$ cat config.mk
export PLATFORM = sky130hd
export DESIGN_NAME = cgc_core
export DESIGN_NICKNAME = d
export VERILOG_FILES = /design/src/cgc_pkg.sv /design/src/cgc_loop_filter.sv /design/src/cgc_core.sv
export SDC_FILE = /design/constraint.sdc
export NUM_CORES = 1
export LEC_CHECK = 0
export ABC_CLOCK_PERIOD_IN_PS = 4800
export BUFFER_PORTS_ARGS = -buffer_cell sky130_fd_sc_hd__buf_2
export CAP_MARGIN = 25
export CORE_AREA = 8 8 137 139
export DETAILED_ROUTE_END_ITERATION = 16
export DIE_AREA = 0 0 145 147
export GPL_ROUTABILITY_DRIVEN = 0
export PLACE_DENSITY = 0.6
export SLEW_MARGIN = 5
export SYNTH_ARGS = -nofsm -noshare
export SYNTH_HDL_FRONTEND = slang
export SYNTH_SLANG_ARGS = --single-unit
$ cat constraint.sdc
create_clock -name pclk -period 4.8 [get_ports pclk]
set_input_delay 0.48 -clock pclk [delete_from_list [all_inputs] [get_ports pclk]]
set_output_delay 0.48 -clock pclk [all_outputs]
set_load 0.02 [all_outputs]
$ cat src/cgc_pkg.sv
// constants, types and helpers shared by the clock generator core
package cgc_pkg;

  // ***************************************************************
  // register map, byte addresses on the apb
  // ***************************************************************
  localparam int          CGC_ADDR_W     = 8;
  localparam logic [7:0]  CGC_OFS_CTRL   = 8'h00;
  localparam logic [7:0]  CGC_OFS_MULT   = 8'h04;
  localparam logic [7:0]  CGC_OFS_CONFIG = 8'h08;
  localparam logic [7:0]  CGC_OFS_STATUS = 8'h0c;

  // field positions
  localparam int CGC_CTRL_INT_ON  = 0;
  localparam int CGC_CTRL_EXT_ON  = 1;
  localparam int CGC_CTRL_SEL_EXT = 2;
  localparam int CGC_CFG_KEEP     = 0;
  localparam int CGC_CFG_EXT_OK   = 1;
  localparam int CGC_CFG_XTAL_OK  = 2;
  localparam int CGC_ST_WORD_LSB  = 16;

  // values after reset
  localparam logic       CGC_RST_INT_ON = 1'b1;
  localparam logic [7:0] CGC_RST_MULT   = 8'h01;

  // ***************************************************************
  // loop filter and ring oscillator
  // ***************************************************************
  localparam int          CGC_WORD_W     = 12;
  localparam logic [11:0] CGC_STEP_BIG   = 12'h020;
  localparam logic [11:0] CGC_STEP_MID   = 12'h008;
  localparam logic [11:0] CGC_STEP_FINE  = 12'h001;
  localparam logic [3:0]  CGC_COARSE_MAX = 4'h9;

  // six error bands from the frequency comparator
  typedef enum logic [2:0] {
    CGC_SLOW_BIG  = 3'b000,   // base < 0.85 nominal
    CGC_SLOW_MID  = 3'b001,   // 0.85 .. 0.95
    CGC_SLOW_FINE = 3'b010,   // 0.95 .. 1.00
    CGC_FAST_FINE = 3'b011,   // 1.00 .. 1.05
    CGC_FAST_MID  = 3'b100,   // 1.05 .. 1.15
    CGC_FAST_BIG  = 3'b101    // above 1.15
  } cgc_band_type;

  typedef struct packed {
    logic         valid;      // one comparison completed
    cgc_band_type band;       // its error band
  } cgc_cmp_type;

  typedef struct packed {
    logic [11:0] word;
    logic        stable;
  } cgc_filt_state_type;

  // coarse settings above nine act as nine, the slowest
  function automatic logic [3:0] cgc_eff_coarse(input logic [3:0] c);
    cgc_eff_coarse = (c > CGC_COARSE_MAX) ? CGC_COARSE_MAX : c;
  endfunction

endpackage

$ cat src/cgc_loop_filter.sv
// digital loop filter: steps the oscillator control word per comparison
`timescale 1ns/1ns
module cgc_loop_filter (
  input  wire logic               pclk,     // system clock
  input  wire logic               presetn,  // async reset, low
  input  wire logic               enable,   // internal generator running
  input  wire cgc_pkg::cgc_cmp_type cmp,    // comparator result
  output logic [11:0]             word,     // coarse:stage word
  output logic                    stable    // error within 5 percent
);
  import cgc_pkg::*;

  cgc_filt_state_type s;
  cgc_filt_state_type next_s;

  // ***************************************************************
  // next state
  // ***************************************************************
  // the 12-bit add lets stage carries and borrows ripple into the
  // coarse field; overflow simply wraps and is walked back by steps
  always_comb begin
    next_s = s;
    if (enable && cmp.valid) begin
      case (cmp.band)
        CGC_SLOW_BIG:  next_s.word = s.word - CGC_STEP_BIG;
        CGC_SLOW_MID:  next_s.word = s.word - CGC_STEP_MID;
        CGC_SLOW_FINE: next_s.word = s.word - CGC_STEP_FINE;
        CGC_FAST_FINE: next_s.word = s.word + CGC_STEP_FINE;
        CGC_FAST_MID:  next_s.word = s.word + CGC_STEP_MID;
        CGC_FAST_BIG:  next_s.word = s.word + CGC_STEP_BIG;
        default:       next_s.word = s.word;
      endcase
      next_s.stable = (cmp.band == CGC_SLOW_FINE) ||
                      (cmp.band == CGC_FAST_FINE);
    end
    if (!enable) begin
      next_s.stable = 1'b0;  // a stopped generator is not accurate
    end
  end

  // ***************************************************************
  // state register
  // ***************************************************************
  always_ff @(posedge pclk or negedge presetn) begin
    if (!presetn) begin
      s <= '0;
    end else begin
      s <= next_s;
    end
  end

  assign word   = s.word;
  assign stable = s.stable;

endmodule

$ cat src/cgc_core.sv
// clock generator core: enables, divider, loop filter and apb registers
//
// Contract
// bus clock is osc_out_clk over four; gen_out_clk is osc_out_clk halved.
// stop mode with keep_osc_in_stop clear raises gen_stop, halting all clocks.
// with keep_osc_in_stop set, gen_stop stays low in stop mode.
// int_gen_en equals int_gen_on and not gen_stop.
// while int_gen_en is low, int_clk and base_clk are held low.
// ext_gen_en equals ext_gen_on and not gen_stop.
// setting ext_gen_on is ignored unless ext_clk_allow is set.
// while ext_gen_en is low, ext_clk is held low.
// osc1_port_en is low whenever ext_gen_on is set, even in stop.
// osc2_port_en is low when ext_gen_on and crystal_allow are set.
// int_clk runs at multiplier_reg times base_clk.
// base_clk is int_clk divided by the factor; zero or one passes through.
// int_clk period follows the twelve-bit coarse:stage word, 000 to 9ff.
// filter subtracts when slow, adds when fast, steps 32, 8 or 1.
// big step beyond 15 percent, medium 5 to 15, unit within 5.
// stage carry or borrow moves the coarse field.
// coarse values a to f behave like nine at the oscillator.
// overflow recovers by normal subtract steps; settling at a-f is fine.
// filter_stable is high while the error is within 5 percent.
// one correction step per completed comparison, six-band code.
`timescale 1ns/1ns
module cgc_core (
  input  wire logic                        pclk,            // apb and core clock
  input  wire logic                        presetn,         // async reset, low
  input  wire logic                        psel,            // apb select
  input  wire logic                        penable,         // apb access phase
  input  wire logic                        pwrite,          // apb direction
  input  wire logic [cgc_pkg::CGC_ADDR_W-1:0] paddr,        // apb byte address
  input  wire logic [31:0]                 pwdata,          // apb write data
  output logic [31:0]                      prdata,          // apb read data
  output logic                             pready,          // apb ready
  output logic                             pslverr,         // apb error
  input  wire logic                        stop_mode,       // mcu in stop
  input  wire logic                        osc_tick,        // ring oscillator half period
  input  wire logic                        osc1_in,         // external clock pin level
  input  wire cgc_pkg::cgc_cmp_type        cmp,             // comparator result
  output logic [3:0]                       dco_coarse,      // coarse setting to ring
  output logic [7:0]                       dco_stage,       // stage setting to ring
  output logic                             int_clk,         // internal clock
  output logic                             base_clk,        // divided base clock
  output logic                             ext_clk,         // external clock
  output logic                             osc_out_clk,     // selected oscillator clock
  output logic                             gen_out_clk,     // half of osc_out_clk
  output logic                             bus_clk,         // quarter of osc_out_clk
  output logic                             timebase_clk,    // timebase clock
  output logic                             gen_stop,        // generator stopped
  output logic                             int_gen_en,      // internal generator on
  output logic                             ext_gen_en,      // external generator on
  output logic                             osc1_port_en,    // port logic on osc1 pin
  output logic                             osc2_port_en,    // port logic on osc2 pin
  output logic                             filter_stable    // frequency within 5 percent
);
  import cgc_pkg::*;

  // ***************************************************************
  // state
  // ***************************************************************
  typedef struct packed {
    logic        int_gen_on;
    logic        ext_gen_on;
    logic        sel_ext;
    logic [7:0]  mult;
    logic        keep;
    logic        ext_allow;
    logic        xtal_allow;
    logic        gen_stop;
    logic        int_en;
    logic        ext_en;
    logic        osc1_en;
    logic        osc2_en;
    logic        int_clk;
    logic        base_clk;
    logic [7:0]  div_cnt;
    logic        ext_clk;
    logic        osc_out;
    logic        gen_out;
    logic        bus_clk;
    logic        tb_clk;
    logic [31:0] rdata;
    logic        err;
  } cgc_core_state_type;

  cgc_core_state_type s;
  cgc_core_state_type next_s;

  logic [11:0] word;
  logic        stable;

  // ***************************************************************
  // helpers
  // ***************************************************************
  // decode shared by the read and the write path
  function automatic logic is_mapped(input logic [CGC_ADDR_W-1:0] a);
    is_mapped = (a == CGC_OFS_CTRL)   || (a == CGC_OFS_MULT) ||
                (a == CGC_OFS_CONFIG) || (a == CGC_OFS_STATUS);
  endfunction

  // read image of every register; unmapped reads as zero
  function automatic logic [31:0] read_word(
    input cgc_core_state_type      st,
    input logic [CGC_ADDR_W-1:0]   a,
    input logic [11:0]             w,
    input logic                    stb
  );
    logic [31:0] r;
    r = 32'h0000_0000;
    case (a)
      CGC_OFS_CTRL: begin
        r[CGC_CTRL_INT_ON]  = st.int_gen_on;
        r[CGC_CTRL_EXT_ON]  = st.ext_gen_on;
        r[CGC_CTRL_SEL_EXT] = st.sel_ext;
      end
      CGC_OFS_MULT: begin
        r[7:0] = st.mult;
      end
      CGC_OFS_CONFIG: begin
        r[CGC_CFG_KEEP]    = st.keep;
        r[CGC_CFG_EXT_OK]  = st.ext_allow;
        r[CGC_CFG_XTAL_OK] = st.xtal_allow;
      end
      CGC_OFS_STATUS: begin
        r[0] = st.gen_stop;
        r[1] = st.int_en;
        r[2] = st.ext_en;
        r[3] = stb;
        r[4] = st.osc1_en;
        r[5] = st.osc2_en;
        r[CGC_ST_WORD_LSB +: CGC_WORD_W] = w;
      end
      default: begin
        r = 32'h0000_0000;
      end
    endcase
    read_word = r;
  endfunction

  // ***************************************************************
  // loop filter
  // ***************************************************************
  // steps only while the generator runs, one per comparison
  cgc_loop_filter u_filter (
    .pclk    (pclk),
    .presetn (presetn),
    .enable  (s.int_en),
    .cmp     (cmp),
    .word    (word),
    .stable  (stable)
  );

  // ***************************************************************
  // next state
  // ***************************************************************
  always_comb begin
    logic setup;
    logic wr;
    setup  = psel && !penable;
    wr     = psel && penable && pwrite;
    next_s = s;

    // stop and enable gating; port enables ignore gen_stop on purpose
    // so a pin lent to the oscillator is not handed back in stop
    next_s.gen_stop = stop_mode && !s.keep;
    next_s.int_en   = s.int_gen_on && !next_s.gen_stop;
    next_s.ext_en   = s.ext_gen_on && !next_s.gen_stop;
    next_s.osc1_en  = !s.ext_gen_on;
    next_s.osc2_en  = !(s.ext_gen_on && s.xtal_allow);

    // internal clock: one toggle per ring oscillator half period;
    // the divider counts int_clk rising edges up to the factor
    if (!next_s.int_en) begin
      next_s.int_clk  = 1'b0;
      next_s.base_clk = 1'b0;
      next_s.div_cnt  = 8'h00;
    end else if (osc_tick) begin
      next_s.int_clk = !s.int_clk;
      if (s.mult <= 8'h01) begin
        next_s.base_clk = !s.int_clk;
      end else if (!s.int_clk) begin
        if (s.div_cnt >= s.mult - 8'h01) begin
          next_s.div_cnt = 8'h00;
        end else begin
          next_s.div_cnt = s.div_cnt + 8'h01;
        end
        next_s.base_clk = next_s.div_cnt < (s.mult >> 1);
      end
    end

    // external path follows the pin only while enabled
    next_s.ext_clk = next_s.ext_en && osc1_in;

    // selection and the divide chain toward the bus clock
    next_s.osc_out = s.sel_ext ? next_s.ext_clk : next_s.int_clk;
    if (next_s.osc_out && !s.osc_out) begin
      next_s.gen_out = !s.gen_out;
      if (!s.gen_out) begin
        next_s.bus_clk = !s.bus_clk;
      end
    end
    next_s.tb_clk = next_s.ext_en ? next_s.ext_clk : next_s.int_clk;

    // apb: read data and error are prepared in the setup phase so
    // the access phase can complete at once from flip-flops
    if (setup) begin
      next_s.rdata = read_word(s, paddr, word, stable);
      next_s.err   = !is_mapped(paddr);
    end
    if (wr) begin
      case (paddr)
        CGC_OFS_CTRL: begin
          next_s.int_gen_on = pwdata[CGC_CTRL_INT_ON];
          next_s.ext_gen_on = pwdata[CGC_CTRL_EXT_ON] && s.ext_allow;
          next_s.sel_ext    = pwdata[CGC_CTRL_SEL_EXT];
        end
        CGC_OFS_MULT: begin
          next_s.mult = pwdata[7:0];
        end
        CGC_OFS_CONFIG: begin
          next_s.keep       = pwdata[CGC_CFG_KEEP];
          next_s.ext_allow  = pwdata[CGC_CFG_EXT_OK];
          next_s.xtal_allow = pwdata[CGC_CFG_XTAL_OK];
        end
        default: begin
          next_s.keep = s.keep;  // status is read only
        end
      endcase
    end
  end

  // ***************************************************************
  // state register
  // ***************************************************************
  always_ff @(posedge pclk or negedge presetn) begin
    if (!presetn) begin
      s            <= '0;
      s.int_gen_on <= CGC_RST_INT_ON;
      s.mult       <= CGC_RST_MULT;
      s.osc1_en    <= 1'b1;
      s.osc2_en    <= 1'b1;
    end else begin
      s <= next_s;
    end
  end

  // ***************************************************************
  // outputs
  // ***************************************************************
  // the ring sees the clamped coarse field; the filter keeps the raw
  // word so an overflow can still be walked back step by step
  assign dco_coarse = cgc_eff_coarse(word[11:8]);
  assign dco_stage  = word[7:0];

  // bus answers in the access phase without wait states
  assign pready  = 1'b1;
  assign pslverr = psel && penable && s.err;
  assign prdata  = s.rdata;

  assign int_clk       = s.int_clk;
  assign base_clk      = s.base_clk;
  assign ext_clk       = s.ext_clk;
  assign osc_out_clk   = s.osc_out;
  assign gen_out_clk   = s.gen_out;
  assign bus_clk       = s.bus_clk;
  assign timebase_clk  = s.tb_clk;
  assign gen_stop      = s.gen_stop;
  assign int_gen_en    = s.int_en;
  assign ext_gen_en    = s.ext_en;
  assign osc1_port_en  = s.osc1_en;
  assign osc2_port_en  = s.osc2_en;
  assign filter_stable = stable;

endmodule

==> impl_metrics.json, run 1 <==
{
  "status": "completed",
  "synth-xor-area-share_pct": 5.61,
  "async_reset_ff_share_pct": 100,
  "cp_max_fo": 9,
  "cp_top_family": "simple AND/OR/NAND/NOR gates",
  "dp_cells": 782,
  "crit_top_cell": "ha_1",
  "ys_types": 59,
  "vias": 3793,
  "worst_ir_drop_vdd_uv": 133,
  "syn_inst": 525,
  "critPathLaunchType": "flip-flop",
  "overflow": 0,
  "grt.total_usage_pct": 11.1,
  "max-cap-violations": 0,
  "holdWs_ns": 0.129,
  "postSynthAreaPerCell_um2": 9.22,
  "netlist_area_um2": 4840,
  "initial_utilization_pct": 28.9,
  "period_share_pct": 83.5,
  "rsz0062_at_grt": "false",
  "antenna_found_initial": 0,
  "numPortBuffers": 73,
  "cts_root_buffer": "clkbuf_16",
  "post-cts-setup-buffers": 0,
  "grt_max_degree": 47,
  "detail-route-antenna-nets": 0,
  "regToRegSetupSlack_ns": 0.79,
  "remaining_drc_errors": 0,
  "crit_chain": "nor4_1 -> nand4_1 -> xnor2_1 -> ha_1 -> and3_1 -> nand3_1 -> o21ai_1 -> or2_0 -> nor2_1 -> ha_1 -> a21o_1 -> a211oi_1 -> nand2_1 -> o211ai_1 -> o21a_1 -> o221ai_1 -> a21oi_1",
  "fin_crit_ns": 4.01,
  "setup_viol": 0,
  "vias_per_cell": 4.75,
  "synth_ff_type": "dfrtp_1",
  "grt_pass1_vias": 3831,
  "worstMarginPinSlew_ns": 0.849,
  "cp.arrival_ns": 4.26,
  "core-area_um2": 16800,
  "clkTransAtPathRegs_ns": 0.06,
  "synthAdderAreaFrac_pct": 11.3,
  "ys_warn_count": 0,
  "drt_wl_total_um": 11500,
  "ctsHoldBuffers": 0,
  "pre_cts_slack_ns": 0.847,
  "hp-class": "input pin to asynchronous set/reset pin",
  "clock_sinks": 68,
  "yosys-mux-area-fraction_pct": 4.01,
  "critical-path-slowest-cell": "nor4_1",
  "fmax_mhz": 250,
  "ios": 111,
  "die-area_um2": 21300,
  "drive_above_1_share_pct": 20.4,
  "required_ns": 5.06,
  "synth_top_family_by_area": "compound AO/OA/AOI/OAI gates",
  "timing.final.hold_violations": 0,
  "clk_latency_ns": 0.33,
  "final_cells": 798,
  "p_leak_uw": 0.00277,
  "synth_edf_count": 0,
  "post_cts_resized": 0,
  "dr.pass1.iters": 4,
  "drt-wirelength-per-cell_um": 14.5,
  "power_density_nw_per_um2": 293,
  "drv_slew": 0,
  "grt_pass1_wl_um": 19600,
  "ys_seq_area_share_pct": 35.2,
  "cts_max_path_buffers": 2,
  "antenna_cells": 0,
  "die_h_um": 147,
  "ys_seq_elements": 68,
  "num_rows": 48,
  "slew_headroom_pct": 43.4,
  "critPathBufInv": 0,
  "syn_to_final_growth_pct": 13.1,
  "drt_iter0_drc": 161,
  "yosys.area_share.simple_pct": 16.4,
  "max_stage_delay_ns": 0.50,
  "finClkSkew_ns": 0.00899,
  "fin_ws_ns": 0.794,
  "nets": 662,
  "cts_tree": "built",
  "worst-setup-path-type": "flip-flop to flip-flop",
  "htreeDepth": 3,
  "post-dp-hpwl_um": 9220,
  "endpoint_kind": "flip-flop",
  "cts_buffers": 9,
  "tns_ns": 0,
  "synth_compound_area_share_pct": 17.3,
  "dieWidth_um": 145
}
==> state kept, by name, summed over array words and instances, names as in the netlist <==
register,count
s,23
prdata,20
u_filter.word,12
base_clk,1
bus_clk,1
ext_clk,1
ext_gen_en,1
gen_out_clk,1
gen_stop,1
int_clk,1
int_gen_en,1
osc1_port_en,1
osc2_port_en,1
osc_out_clk,1
timebase_clk,1
u_filter.stable,1
==> synth_stat cells (3+ instances only) <==
cell type | instances | share of area, %
inv_1 | 25 | 1.9
nor2_1 | 29 | 2.2
o21ai_0 | 34 | 3.5
xnor2_1 | 18 | 3.3
or3_1 | 3 | 0.39
o21ai_1 | 3 | 0.31
clkbuf_1 | 8 | 0.62
nand3_1 | 14 | 1.4
mux2i_1 | 7 | 1.4
a21o_1 | 10 | 1.6
buf_4 | 42 | 6.5
nand4_1 | 3 | 0.39
nand2_1 | 52 | 4.0
a211oi_1 | 10 | 1.6
a22o_1 | 13 | 2.4
and3_1 | 8 | 1.0
a21oi_1 | 26 | 2.7
nor3_1 | 8 | 0.83
dfstp_2 | 4 | 2.2
nand2b_1 | 11 | 1.4
dfrtp_1 | 64 | 33
mux4_2 | 3 | 1.4
ha_1 | 39 | 10
mux2_2 | 5 | 1.2
a221oi_1 | 3 | 0.54
nor2b_1 | 11 | 1.4
o21bai_1 | 4 | 0.62
xor2_1 | 13 | 2.4
a31oi_1 | 5 | 0.65
fa_1 | 3 | 1.2
o21a_1 | 6 | 0.93
buf_2 | 4 | 0.41
==> layout make-up <==
type	count	area, um^2
clock buffers	9	225
clock inverters	7	82.6
fillers	1724	11300
inverters	25	93.8
multi-input cells	387	2690
flip-flops and latches	68	1710
well taps	225	282
repair buffers	77	395
==> cells by family after synthesis <==
| family | after synthesis |
|---|---|
| AOI/OAI and AO/OA | 129 |
| xor gates and xnor gates | 31 |
| adders and majority gates | 42 |
| buffers and inverters | 81 |
| DFF | 68 |
| muxes | 15 |
| other | 2 |
| and+or+nand+nor | 157 |
==> cell usage in the layout, fill, tap and decap left out, types with 6 or more instances in the layout <==
| cell | Yosys | layout |
|---|---|---|
| and3_1 | 8 | 8 |
| nand2_1 | 52 | 52 |
| buf_2 | 4 | 73 |
| clkbuf_16 | 0 | 9 |
| a22o_1 | 13 | 13 |
| nor2b_1 | 11 | 11 |
| mux2i_1 | 7 | 7 |
| inv_1 | 25 | 25 |
| nor2_1 | 29 | 29 |
| ha_1 | 39 | 39 |
| xnor2_1 | 18 | 18 |
| a21oi_1 | 26 | 26 |
| o21ai_0 | 34 | 34 |
| a21o_1 | 10 | 10 |
| conb_1 | 2 | 13 |
| nand2b_1 | 11 | 11 |
| nand3_1 | 14 | 14 |
| dfrtp_1 | 64 | 64 |
| xor2_1 | 13 | 13 |
| nor3_1 | 8 | 8 |
| a211oi_1 | 10 | 10 |
| o21a_1 | 6 | 6 |
==> per-stage QoR <==
step                      util, %  total power, uW  cell area, um^2
after CTS                    32.7             1630             5480
after floorplan                 -              862             4880
after global placement       30.9              935             5170
final                        32.7             1610             5480
after global routing         32.7             1690             5480
after detailed placement     30.9              937             5170
==> per-layer routing <==
metal	track usage, %	share of wire, %	wire, um
met1	14.2	48	5510
met2	18.1	47	5420
met3	2.77	4.2	486
met4	3.63	1.1	128
met5	0	0	0
==> worst reg2reg max path: stages (launching register included) <==
cell      delay (ns)
dfrtp_1         0.45
nor4_1          0.51
nand4_1         0.19
xnor2_1         0.17
ha_1            0.29
and3_1          0.17
nand3_1         0.08
o21ai_1         0.15
or2_0           0.41
nor2_1          0.11
ha_1            0.31
a21o_1          0.18
a211oi_1        0.30
nand2_1         0.09
o211ai_1        0.13
o21a_1          0.14
o221ai_1        0.11
a21oi_1         0.15
==> worst paths after layout <==
path	start	to	depth (start not counted)
max in group asynchronous	presetn	u_filter.word[0]	2
worst min-delay path	presetn	s[44]	1
min in group pclk	pwdata[4]	s[60]	3
worst max-delay path	s[58]	base_clk	17
worst max register to register	s[58]	base_clk	17
worst min register to register	s[53]	osc2_port_en	1
==> report_power, final <==
part | switching (uW) | total, uW | internal, uW
clock network | 267 | 678 | 411
logic | 179 | 302 | 123
registers | 32.8 | 625 | 592
(Power assumes the default switching activity.)
==> run 2: changes to the inputs <==
--- a/config.mk
+++ b/config.mk
@@ -5,7 +5,7 @@
 export SDC_FILE = /design/constraint.sdc
 export NUM_CORES = 1
 export LEC_CHECK = 0
-export ABC_CLOCK_PERIOD_IN_PS = 4800
+export ABC_CLOCK_PERIOD_IN_PS = 3710
 export BUFFER_PORTS_ARGS = -buffer_cell sky130_fd_sc_hd__buf_2
 export CAP_MARGIN = 25
 export CORE_AREA = 8 8 137 139
==> constraint.sdc (replaced) <==
create_clock -name pclk -period 3.71 [get_ports pclk]
set_input_delay 0.371 -clock pclk [delete_from_list [all_inputs] [get_ports pclk]]
set_output_delay 0.371 -clock pclk [all_outputs]
set_load 0.02 [all_outputs]
==> run 2 against run 1 <==
Effect of this change: clock power is 32% higher; cell area is 1.8% higher; critical path depth is 1 higher; first-iteration DRC count increased by 5.6%; register-to-register slack got worse by 0.52 ns; count of clock-buffer cells in the layout did not move; sequential share of layout area decreased by 0.56 points; core utilization grew 0.60 points; die area stayed put; final cell count rose by 1.0%; critical path type unchanged; largest cell class unchanged.
==> impl_metrics.json, run 2 (synthesis gave the netlist of run 1 again) <==
{
  "slew_headroom_pct": 44.1,
  "cts_tree": "built",
  "cp_max_fo": 7,
  "ios": 111,
  "dr.pass1.iters": 4,
  "remaining_drc_errors": 0,
  "max-cap-violations": 0,
  "setup_viol": 0,
  "worst_ir_drop_vdd_uv": 158,
  "htreeDepth": 3,
  "final_cell_mix": "73 x buf_2, 64 x dfrtp_1, 52 x nand2_1",
  "largest_reg_flops": 23,
  "die-area_um2": 21300,
  "drive_above_1_share_pct": 22.9,
  "pre_cts_slack_ns": 0.203,
  "design_area_um2": 5580,
  "endpoint_kind": "flip-flop",
  "critPathLaunchType": "flip-flop",
  "p_leak_uw": 0.00281,
  "fin_ws_ns": 0.277,
  "tns_ns": 0,
  "fmax_mhz": 291,
  "syn_to_final_growth_pct": 15.2,
  "timing.final.hold_violations": 0,
  "worst-setup-path-type": "flip-flop to flip-flop",
  "post-dp-hpwl_um": 8870,
  "initial_utilization_pct": 28.9,
  "cp.arrival_ns": 3.69,
  "die_h_um": 147,
  "grt_max_degree": 59,
  "grt.total_usage_pct": 10.9,
  "fin_crit_ns": 3.43,
  "cts_buffers": 9,
  "grt_pass1_vias": 3774,
  "clk_latency_ns": 0.34,
  "finalPower_uw": 2090,
  "detail-route-antenna-nets": 0,
  "hp-class": "input pin to flip-flop",
  "status": "completed",
  "cts_max_path_buffers": 2,
  "clkTransAtPathRegs_ns": 0.06,
  "numPortBuffers": 73,
  "drt-wirelength-per-cell_um": 14.2,
  "antenna_cells": 0,
  "clock_sinks": 68,
  "worstMarginPinSlew_ns": 0.838,
  "finClkSkew_ns": 0.00489,
  "final_common_cell": "buf_2",
  "nets": 670,
  "dieWidth_um": 145,
  "cts_root_buffer": "clkbuf_16",
  "vias_per_cell": 4.67,
  "drt_wl_total_um": 11400,
  "period_share_pct": 92.5,
  "overflow": 0,
  "rsz0062_at_grt": "false",
  "drv_slew": 0,
  "required_ns": 3.97,
  "power_density_nw_per_um2": 375,
  "core-area_um2": 16800,
  "regMostFlops": "s",
  "post_dp_cell_area_um2": 5210,
  "grt_pass1_wl_um": 19100,
  "antenna_found_initial": 0,
  "num_rows": 48,
  "vias": 3765,
  "drt_iter0_drc": 170
}
run 2: changes by cell type in the layout (fill, tap and decap cells not counted), moves of 2 or more:
cell	change
nor2_1	-2
nor2_2	+2
buf_4	+6
o21ai_2	+2
run 2: worst paths after layout:
kind,start,endpoint,slack (ns),cells after the start
worst max-delay path,s[59],base_clk,0.28,18
worst min-delay path,pwdata[4],s[60],0.23,3
worst max register to register,s[59],base_clk,0.28,18
worst min register to register,s[53],osc2_port_en,0.41,1
max in group asynchronous,presetn,u_filter.word[5],2.25,3
min in group asynchronous,presetn,int_clk,0.43,2
run 2: layout make-up:
class | count | area [um^2]
clock buffers | 9 | 225
clock inverters | 7 | 82.6
fillers | 1693 | 11200
inverters | 25 | 93.8
multi-input cells | 387 | 2730
flip-flops and latches | 68 | 1710
well taps | 225 | 282
repair buffers | 85 | 462
run 2: report_power, final:
part / switching, uW / internal [uW] / total [uW]
Sequential: 41.5 / 766 / 808
Clock: 361 / 532 / 893
Combinational: 229 / 161 / 390
Total: 631 / 1460 / 2090
run 2: metal layers:
layer / routed length [um] / track usage (%)
met1: 5470 / 13.6
met2: 5210 / 17.5
met3: 569 / 2.95
met4: 191 / 4.63
met5: 0 / 0
run 2: timing repair:
| item | 4_1_cts | 5_1_grt |
|---|---|---|
| buffers inserted | 0 | 2 |
| hold buffers | 1 | 0 |
| setup endpoints to repair | 0 | 1 |
| resized for setup | 0 | 12 |
| hold endpoints to repair | 10 | 0 |
run 2: through the flow:
step / instances / utilization (%) / hold WS (ns)
after floorplan: 536 / - / 0.0754
after CTS: 804 / 33.0 / 0.223
final: 806 / 33.3 / 0.235
after global routing: 806 / 33.3 / 0.237
after detailed placement: 787 / 31.1 / 0.259
after global placement: 787 / 31.1 / 0.259
run 2: critical path: stages (launching register included):
cell and delay, ns:
dfrtp_1 0.38, nor4_2 0.27, buf_4 0.16, nand4_1 0.11
xnor2_1 0.16, ha_1 0.31, and3_4 0.18, nand3_1 0.09
o21ai_2 0.07, or2_4 0.26, buf_6 0.14, nor2_2 0.10
ha_1 0.26, a211oi_2 0.24, nand2_1 0.08, o211ai_1 0.12
o21a_1 0.15, o221ai_1 0.10, a21oi_1 0.16
==> run 3: changes to the inputs <==
--- a/config.mk
+++ b/config.mk
@@ -5,12 +5,14 @@
 export SDC_FILE = /design/constraint.sdc
 export NUM_CORES = 1
 export LEC_CHECK = 0
+export ABC_AREA = 1
 export ABC_CLOCK_PERIOD_IN_PS = 3710
 export BUFFER_PORTS_ARGS = -buffer_cell sky130_fd_sc_hd__buf_2
 export CAP_MARGIN = 25
-export CORE_AREA = 8 8 137 139
+export CORE_AREA = 8 8 175 111
+export CTS_CLUSTER_DIAMETER = 30
 export DETAILED_ROUTE_END_ITERATION = 16
-export DIE_AREA = 0 0 145 147
+export DIE_AREA = 0 0 183 119
 export GPL_ROUTABILITY_DRIVEN = 0
 export PLACE_DENSITY = 0.6
 export SLEW_MARGIN = 5
==> run 3 against run 2 <==
Effect of this change: the flow now finishes with violations (hold timing); final cell count rose by 17%; count of clock-buffer cells in the layout rose by 1; combinational power rose to 3.4 times the previous value; clock power rose by 13%; routed wire length rose by 22%; critical path type unchanged; sequential power rose by 19%; register-to-register slack improved by 0.09 ns.
==> impl_metrics.json, run 3 <==
{
  "status": "finished with violations",
  "violations": "hold timing",
  "required_ns": 3.93,
  "reg2reg_to": "base_clk",
  "regMostFlops": "s",
  "setup_viol": 0,
  "detail-route-antenna-nets": 0,
  "yosysTopAreaCell": "dfrtp_1",
  "dr.pass1.iters": 5,
  "final_common_cell": "nand2_1",
  "ys_seq_area_share_pct": 34.5,
  "ys_seq_elements": 68,
  "clock_sinks": 68,
  "drt_wl_total_um": 13900,
  "finClkSkew_ns": 0.0115,
  "netlist_area_um2": 4950,
  "syn_inst": 648,
  "syn_to_final_growth_pct": 15.8,
  "clk_latency_ns": 0.34,
  "ctsHoldBuffers": 0,
  "synth_ff_type": "dfrtp_1",
  "critPathLaunchType": "flip-flop",
  "drt_iter0_drc": 290,
  "dieWidth_um": 183,
  "holdWs_ns": -0.0147,
  "r2r_cells": 20,
  "period_share_pct": 90.0,
  "synth_common_cells": "132 x nand2_1, 84 x inv_1, 64 x dfrtp_1, 47 x nor2_1, 41 x buf_4",
  "cts_root_buffer": "clkbuf_16",
  "worstMarginPinSlew_ns": 0.832,
  "ys_warn_count": 0,
  "ys_types": 49,
  "regToRegSetupSlack_ns": 0.37,
  "max_stage_delay_ns": 0.57,
  "endpoint_kind": "flip-flop",
  "multi_input_area_um2": 2570,
  "synth_edf_count": 0,
  "largest_reg_flops": 23,
  "fillers": 1831,
  "vias_per_cell": 4.48,
  "num_rows": 37,
  "tns_ns": 0,
  "fin_crit_ns": 3.34,
  "yosysTopAreaCellShare_pct": 32.4,
  "power_density_nw_per_um2": 574,
  "die-area_um2": 21800,
  "antenna_found_initial": 3,
  "crit_top_cell": "nand2_1",
  "cp_max_fo": 6,
  "grt_max_degree": 40,
  "ios": 111,
  "htreeDepth": 3,
  "cp.arrival_ns": 3.56,
  "async_reset_ff_share_pct": 100,
  "timing.final.hold_violations": 15,
  "synth.area.top_cells": "dfrtp_1 32%, nand2_1 10%, ha_1 9.9%, inv_1 6.4%, buf_4 6.2%",
  "slew_headroom_pct": 44.4,
  "cts_tree": "built",
  "numPortBuffers": 73,
  "drive_above_1_share_pct": 19.5,
  "cts_max_path_buffers": 2,
  "rsz0062_at_grt": "false",
  "drt-wirelength-per-cell_um": 14.8,
  "remaining_drc_errors": 0,
  "grt_pass1_wl_um": 22500,
  "worst-setup-path-type": "flip-flop to flip-flop",
  "yosysMostFrequentCell": "nand2_1",
  "cts_buffers": 9,
  "clkTransAtPathRegs_ns": 0.07,
  "critical-path-slowest-cell": "dfstp_2",
  "worst_ir_drop_vdd_uv": 274,
  "register_area_um2": 1710,
  "core-area_um2": 16800,
  "drv_slew": 0,
  "initial_utilization_pct": 29.5,
  "vias": 4212,
  "r2r-start": "s[56]",
  "hp-class": "input pin to asynchronous set/reset pin",
  "fmax_mhz": 299,
  "final_cell_mix": "132 x nand2_1, 84 x inv_1, 73 x buf_2",
  "post-dp-hpwl_um": 11400,
  "grt_pass1_vias": 3954,
  "die_h_um": 119,
  "max-cap-violations": 0,
  "nets": 795,
  "overflow": 0,
  "grt.total_usage_pct": 13.0,
  "postSynthAreaPerCell_um2": 7.64,
  "crit_chain": "inv_1 -> ha_1 -> nand3_1 -> xor2_1 -> inv_1 -> ha_1 -> nand2_1 -> nor2_1 -> nand2_1 -> and3_2 -> nand3_1 -> inv_1 -> ha_1 -> a21oi_1 -> o211ai_1 -> inv_1 -> nand2_1 -> nand2_1 -> nand2_1 -> nand2_1",
  "p_leak_uw": 0.00295
}
-- run 3: changes by cell type after synthesis, moves of 9 or more --
cell,previous run,this run
a21oi_1,26,38
o21ai_1,3,38
a211oi_1,10,1
inv_1,25,84
a22o_1,13,0
nand3_1,14,29
nand2_1,52,132
xnor2_1,18,5
inv_2,0,15
nor2b_1,11,0
a21o_1,10,1
o21ai_0,34,18
nand2b_1,11,0
nor2_1,29,47
-- run 3: critical path, delay by kind of cell (launching register included) --
| family | cells | cell delay, ns |
|---|---|---|
| flip-flops | 1 | 0.57 |
| AO/OA/AOI/OAI | 2 | 0.23 |
| AND/OR/NAND/NOR | 10 | 1.17 |
| buffers and inverters | 4 | 0.28 |
| adder cells (fa/ha/maj) | 3 | 0.82 |
| XOR/XNOR | 1 | 0.15 |
-- run 3: through the flow --
step	setup WS (ns)	power (uW)	instances	area [um^2]	utilization (%)
after detailed placement	0.298	2270	923	5340	31.9
after global placement	0.390	2260	923	5340	31.9
final	0.369	3290	941	5730	34.2
after global routing	0.103	3550	941	5730	34.2
after floorplan	0.846	1960	659	4990	-
after CTS	0.277	3300	939	5690	34.0
-- run 3: metal layers --
| metal | GRT usage (%) | wire length (um) | share of wire, % |
|---|---|---|---|
| met1 | 20.8 | 7840 | 56 |
| met4 | 2.88 | 147 | 1.1 |
| met5 | 0 | 23 | 0.17 |
| met2 | 16.5 | 5060 | 36 |
| met3 | 3.52 | 868 | 6.2 |
-- run 3: how the worst max path moves through the flow --
stage | from | endpoint | cells after the start
after global routing | s[56] | base_clk | 20
after global placement | s[56] | base_clk | 22
after detailed placement | s[56] | base_clk | 22
after floorplan | s[56] | base_clk | 21
final | s[56] | base_clk | 20
after CTS | s[56] | base_clk | 22
-- run 3: final cells by class --
class	count	area share (%)
diodes	1	0.0437
clock buffers	10	4.17
clock inverters	6	1.94
inverters	99	6.49
multi-input cells	444	44.9
flip-flops and latches	68	29.8
well taps	234	5.11
repair buffers	79	7.51
-- run 3: report_power, final --
group / internal [uW] / switching, uW
logic: 484 / 825
registers: 826 / 139
clock network: 675 / 338
total: 1980 / 1300
-- run 3: cell families (layout without fill, tap and decap cells) --
family          Yosys count  after routing  share of synthesized area, %
fa+ha+maj                42             42                          11.1
compound gates          125            125                          14.3
flops                    68             68                          34.5
xor+xnor                 18             18                          3.19
other cells               2             14                         0.152
buf+inv                 147            194                          14.4
simple gates            246            246                          22.4
-- run 3: repair_timing --
| item | 4_1_cts | 5_1_grt |
|---|---|---|
| endpoints found under the setup margin | 0 | 1 |
| endpoints found under the hold margin | 0 | 0 |
| buffers inserted | 0 | 0 |
| resized for setup | 0 | 2 |
